$ cat src/hdl/stra_turn_track.sv
// Tracks the unwrapped encoder position from single-turn samples.
// Assumes samples arrive often enough that one step is under half a turn.
`timescale 1ns/100ps
module stra_turn_track #(
	parameter int ENC_W = 23
) (
	// Clock and reset
	input  wire logic               hclk,
	input  wire logic               hresetn,
	// Encoder samples
	input  wire logic               smp_vld,
	input  wire logic [ENC_W-1:0]   smp_pos,
	// Tracked position
	output logic signed [ENC_W+1:0] coord_ff,
	output logic                    capt_ff,
	output logic                    out_rng
);
	localparam logic signed [ENC_W+1:0] TOP = (ENC_W+2)'((1 << ENC_W) - 1);

	logic [ENC_W-1:0]        last_ff;
	logic signed [ENC_W-1:0] step;
	logic signed [ENC_W+1:0] nxt_coord;

	// Modular difference, so a wrap of the single-turn value is a small step.
	function automatic logic signed [ENC_W-1:0] wrap_diff(input logic [ENC_W-1:0] a,
		input logic [ENC_W-1:0] b);
		wrap_diff = $signed(a - b);
	endfunction

	assign step      = wrap_diff(smp_pos, last_ff);
	// The first sample after power-up fixes the range origin.
	assign nxt_coord = capt_ff ? coord_ff + (ENC_W+2)'(step) : (ENC_W+2)'({2'b00, smp_pos});
	// Range is one turn of single-turn data in tracked coordinates.
	assign out_rng   = capt_ff && (coord_ff < 0 || coord_ff > TOP);

	always_ff @(posedge hclk or negedge hresetn) begin
		if (!hresetn) begin
			coord_ff <= '0;
			last_ff  <= '0;
			capt_ff  <= 1'b0;
		end else if (smp_vld) begin
			coord_ff <= nxt_coord;
			last_ff  <= smp_pos;
			capt_ff  <= 1'b1;
		end
	end
endmodule

$ cat config.mk
export PLATFORM = sky130hd
export DESIGN_NAME = stra_turn_track
export DESIGN_NICKNAME = d
export VERILOG_FILES = /design/src/hdl/stra_turn_track.sv
export SDC_FILE = /design/constraint.sdc
export NUM_CORES = 1
export LEC_CHECK = 0
export BUFFER_PORTS_ARGS = -buffer_cell sky130_fd_sc_hd__buf_4
export CAP_MARGIN = 20
export CORE_AREA = 5 5 111 113
export DETAILED_ROUTE_END_ITERATION = 10
export DIE_AREA = 0 0 116 118
export HOLD_SLACK_MARGIN = 0.02
export PLACE_DENSITY = 0.54
export REMOVE_ABC_BUFFERS = 1
export SKIP_CTS_REPAIR_TIMING = 1
export SYNTH_ARGS = -nofsm -noshare
export SYNTH_HDL_FRONTEND = slang
export SYNTH_SLANG_ARGS = --single-unit
$ cat constraint.sdc
create_clock -name hclk -period 11.6 [get_ports hclk]
set_input_delay 1.16 -clock hclk [delete_from_list [all_inputs] [get_ports hclk]]
set_output_delay 1.16 -clock hclk [all_outputs]
set_load 0.02 [all_outputs]
# Word-level counts from Yosys, hierarchy flattened
# Index checks and enable logic that the tools add are counted.
# word_totals
ff_bits,49
in_bits,26
wordCells,10
output_inout_bits,27
# op_classes
muxes,1
reduce_logical,2
order_cmp,2
add_sub_neg,2
# ops
cell,count
$add A25 B25 Y25,1
$gt A25 B24 Y1 const B,1
$lt A25 B1 Y1 const B,1
$mux W25,1
$sub A23 B23 Y23,1
$logic_and A1 B1 Y1,1
$logic_or A1 B1 Y1,1

# Depth between registers and ports, before layout
# logic_depth
word_depth,3
ltp_mapped,24
ltp_nobuf,23

# Worst setup path before layout
# Ideal clock, no wire load.
# synth_path
path_kind,input to register
startpoint,input port smp_pos[0]
endpoint,register coord_ff[24]
path_slack_ns,6.112
path_stages,23
path_buffers,0
setup_time_ns,0.131
t_arrival_ns,5.357
path_cell_list,inv_1 ha_1 inv_1 fa_1 a21oi_1 nor2_1 o41a_1 o21a_1 o21a_1 nor2_1 o21bai_1 a21oi_1 xnor2_1 ha_1 and2_0 and3_1 a222oi_1 o221ai_2 o41ai_4 nor4_1 and2_1 nor4_2 nand3_1
# synth_via
elab_chain_cells,3
# synth_rtl
element,line_no,source
"start, declared",12,"input wire logic [ENC_W-1:0] smp_pos,"
$sub A23 B23 Y23,27,wrap_diff = $signed(a - b);
$add A25 B25 Y25,32,"assign nxt_coord = capt_ff ? coord_ff + (ENC_W+2)'(step) : (ENC_W+2)'({2'b00, smp_pos});"
$mux W25,32,
"end signal, assigned",42,coord_ff <= nxt_coord;
"end, declared",14,"output logic signed [ENC_W+1:0] coord_ff,"
# No other way between the ends.
# A chain may end at the register's enable or synchronous reset.

# Worst setup path in the final report
# Ends and elaborated chain as after synthesis.

==> Implementation_results.wiki <==
{| class="wikitable"
! Metric !! Value
|-
| Result of the run || completed
|-
| Type of element capturing the critical path || register
|-
| Max-slew violation count || 0
|-
| Total wirelength of the detailed-routed design || 10800 um
|-
| Unrepaired setup endpoints after global routing || false
|-
| Number of enable flip-flop cells after synthesis || 0
|-
| Final Util || roughly 45%
|-
| Total number of yosys warnings || 0
|-
| Max Used Layer || met4
|-
| Max-cap viol count || 0
|-
| CTS root buffer || sky130_fd_sc_hd__clkbuf_16
|-
| CTS clock-pin slew for the worst setup and hold paths || about 0.070 ns
|-
| Final Wtd Congestion || approximately 0.84
|-
| Top area cells in the synthesized netlist || sky130_fd_sc_hd__dfrtp_1, sky130_fd_sc_hd__ha_1, sky130_fd_sc_hd__a21oi_1, sky130_fd_sc_hd__xnor2_1, sky130_fd_sc_hd__nor2_1
|-
| Total die area || about 0.014 sq mm
|-
| Wire per inst || around 15 um
|-
| Die Span Y || roughly 120 um
|-
| Critical Path Slowest Stage Cell || sky130_fd_sc_hd__a222oi_1
|-
| Async set or reset register ratio after synthesis || 100%
|-
| Commonest register cell after synthesis || sky130_fd_sc_hd__dfrtp_1
|-
| Worst slew margin relative to its limit || 40.7%
|-
| TritonCTS buffer count || 5
|-
| Via count || about 3800
|-
| Kind of start point of the critical path || input port
|-
| Worst slew pin tran || about 0.9 ns
|-
| Clock power frac || a little under an eighth
|-
| Final setup vio count || 0
|-
| Worst ir drop on vdd || 90.7 uV
|-
| Final critical-path required period || around 5.8 ns
|-
| Clock sink count || between 40 and 50
|-
| Average instance area after synthesis || 8.35 sq um
|-
| Largest net degree at the start of global routing || 55
|-
| # diodes || 0
|-
| Post-placement worst setup slack || 5.45 ns
|-
| Tot Pwr || around 1.3 mW
|-
| Proportion of synthesized chip area in sequential cells || 28.2%
|-
| Count of routing violations after the opening detailed-route iteration || ~170
|-
| Initial standard-cell utilization of the core || a little under 40%
|-
| Max Freq || roughly 170 MHz
|-
| Vias in the first global route || 3805
|-
| Total negative setup slack || 0 ns
|-
| Post-route non-filler standard cell count || around 710
|-
| DR WL met2 || a little under 5000 um
|-
| Total of flip-flops plus latches after synthesis || 49
|-
| CTS tree || built
|-
| Die width || between 100 and 150 um
|-
| Hold WC Path Type || register to register
|-
| Routed via count divided by cell count || about 5.4
|-
| Maximum clock skew at final layout || about 0.0095 ns
|-
| Layout Nets || around 640
|-
| Instance count after placement with tap cells included || between 700 and 800
|-
| Detail Route met3 WL || 313 um
|-
| Proportion of layout cells with a drive suffix above 1 || between 10 and 15%
|-
| Portion of synthesized cell area occupied by the leading cell type || roughly 28%
|-
| Cells along the critical path || buf_4 > inv_1 > ha_1 > inv_1 > fa_1 > a21oi_1 > nor2_1 > o41a_1 > o21a_1 > o21a_1 > nor2_1 > o21bai_1 > a21oi_1 > xnor2_1 > ha_1 > and2_0 > and3_1 > a222oi_1 > o221ai_2 > o41ai_4 > nor4_1 > and2_1 > nor4_2 > nand3_1
|-
| H-tree Lvls || 2
|-
| Arrival time worst endpoint || about 6.0 ns
|-
| Class of the most critical setup path || input port to register
|-
| Initial antenna violation count || 0
|-
| Routed length on met1 || about 5400 um
|-
| Total routing resource utilization after global routing || between 10% and 20%
|-
| Post-DRT Antenna Nets || 0
|-
| Estimated wirelength of the detail-placed design || ~8100 um
|-
| Final period util || between 50 and 60%
|-
| Port buffer count || 52
|-
| Cell-internal power || roughly 730 uW
|-
| Clock Latency Late Sink || 0.30 ns
|-
| Leakage power || 2.36 nW
|-
| Top fanout value on the critical path || 8
|-
| DRC violation count after routing || 0
|-
| Share of total power in combinational logic || ~68%
|-
| Yosys top cell by area || sky130_fd_sc_hd__dfrtp_1
|-
| First-pass GRT wire length || 18400 um
|-
| Count of endpoints failing hold in the final timing report || 0
|-
| Detailed-router iteration count before antenna repair || 4
|-
| Final setup margin || a little under 6 ns
|-
| Critical path data required time || approximately 12 ns
|-
| Power per unit of standard cell area || around 270 mW/mm^2
|-
| Synthesis-to-layout area growth || 15.6%
|-
| I/O pin count || 53
|-
| Maximum clock path buffer count || 2
|-
| Power spent charging and discharging nets || roughly 620 uW
|-
| Summed instance area of the synthesized netlist || about 0.0043 sq mm
|-
| Fillers || between 1000 and 1500
|-
| Cells after synthesis || 521
|-
| Floorplan Core Area || 0.0112 sq mm
|-
| Sum of overflow across all layers after global routing || 0
|-
| CP max stage delay || about 0.47 ns
|-
| Sequential share of power || between 20% and 30%
|-
| Number of core rows || 39
|-
| Netlist cell types || 63
|-
| Switching power share of the total || 46.3%
|}
[final cells by class]
| class | instances | area, sq um | area share (%) |
|---|---|---|---|
| Multi-Input combinational cell | 414 | 2900 | 57.8 |
| Sequential cell | 49 | 1230 | 24.4 |
| Timing Repair Buffer | 54 | 405 | 8.07 |
| Tap cell | 143 | 179 | 3.56 |
| Inverter | 41 | 154 | 3.06 |
| Clock buffer | 7 | 153 | 3.04 |
| Clock inverter | 1 | 5.00 | 0.0996 |
[cells by family after synthesis]
family                   after synthesis  synth area share (%)
AO/OA/AOI/OAI                        170                  25.9
adder cells (fa/ha/maj)               50                  14.7
AND/OR/NAND/NOR                      143                  15.4
XOR/XNOR                              36                  7.25
flip-flops                            49                  28.2
buffers and inverters                 58                  5.04
multiplexers                          15                  3.51
[state kept, by name, summed over array words and instances, names as in the netlist]
signal	count
capt_ff	1
coord_ff	25
last_ff	23
[final timing paths]
check / startpoint / to / slack, ns / depth (start not counted)
max: smp_pos[0] / coord_ff[24] / 5.77 / 24
min: last_ff[0] / last_ff[0] / 0.52 / 1
max reg2reg: last_ff[0] / coord_ff[24] / 6.45 / 22
min reg2reg: last_ff[0] / last_ff[0] / 0.52 / 1
max in group asynchronous: hresetn / coord_ff[21] / 10.27 / 1
min in group asynchronous: hresetn / last_ff[6] / 0.89 / 1
[cells in the mapped netlist (all sizes together), types with 4 or more instances]
cell and n:
a21oi 59, dfrtp 49, ha 48, nor2 46, nand2 42, inv 41
o21ai 38, xnor2 26, a21o 13, mux2i 13, nand3 13, clkbuf 12
o21a 10, xor2 10, nor2b 9, nor3 8, a211oi 7, o21bai 7
a31oi 6, buf 5, nand4 5, and3 4
[stage by stage]
step                instance area, sq um  hold WS [ns]
floorplan                           4280         0.485
global placement                    4870         0.503
detailed placement                  4870         0.504
CTS                                 5020         0.522
global route                        5020         0.536
finish                              5020         0.516
[critical path: cells and delay by family]
family	cells	cell delay [ns]
and+or+nand+nor	8	1.25
adders and majority gates	3	0.90
xor gates and xnor gates	1	0.15
AOI/OAI and AO/OA	9	2.33
buffers and inverters	3	0.23
[per-layer routing]
layer | up-vias | track usage [%]
li1 | 1951 | -
met5 | - | 0
met4 | 0 | 4.42
met1 | 1781 | 22.9
met3 | 11 | 2.57
met2 | 53 | 26.1
[cell usage in the layout, fill, tap and decap left out, types with 7 or more instances in the layout]
master                     Yosys  layout
sky130_fd_sc_hd__ha_1         48      48
sky130_fd_sc_hd__a21oi_1      59      59
sky130_fd_sc_hd__nand3_1      13      13
sky130_fd_sc_hd__xnor2_1      26      26
sky130_fd_sc_hd__a21o_1       11      11
sky130_fd_sc_hd__inv_1        41      41
sky130_fd_sc_hd__nor3_1        8       8
sky130_fd_sc_hd__nand2_1      42      42
sky130_fd_sc_hd__nor2_1       46      46
sky130_fd_sc_hd__o21ai_0      32      32
sky130_fd_sc_hd__nor2b_1       9       9
sky130_fd_sc_hd__buf_4         0      54
sky130_fd_sc_hd__o21a_1       10      10
sky130_fd_sc_hd__mux2i_1      13      13
sky130_fd_sc_hd__o21bai_1      7       7
sky130_fd_sc_hd__xor2_1       10      10
sky130_fd_sc_hd__dfrtp_1      49      49
[power by group through the flow]
stage / clock network [mW] / logic [mW] / registers, mW
4_1_cts: 0.166 / 0.920 / 0.274
6_report: 0.162 / 0.916 / 0.272
5_1_grt: 0.174 / 1.03 / 0.281
3_5_place_dp: 0 / 0.915 / 0.277
3_3_place_gp: 0 / 0.903 / 0.276
2_1_floorplan: 0 / 0.641 / 0.317
(Power assumes the default switching activity.)
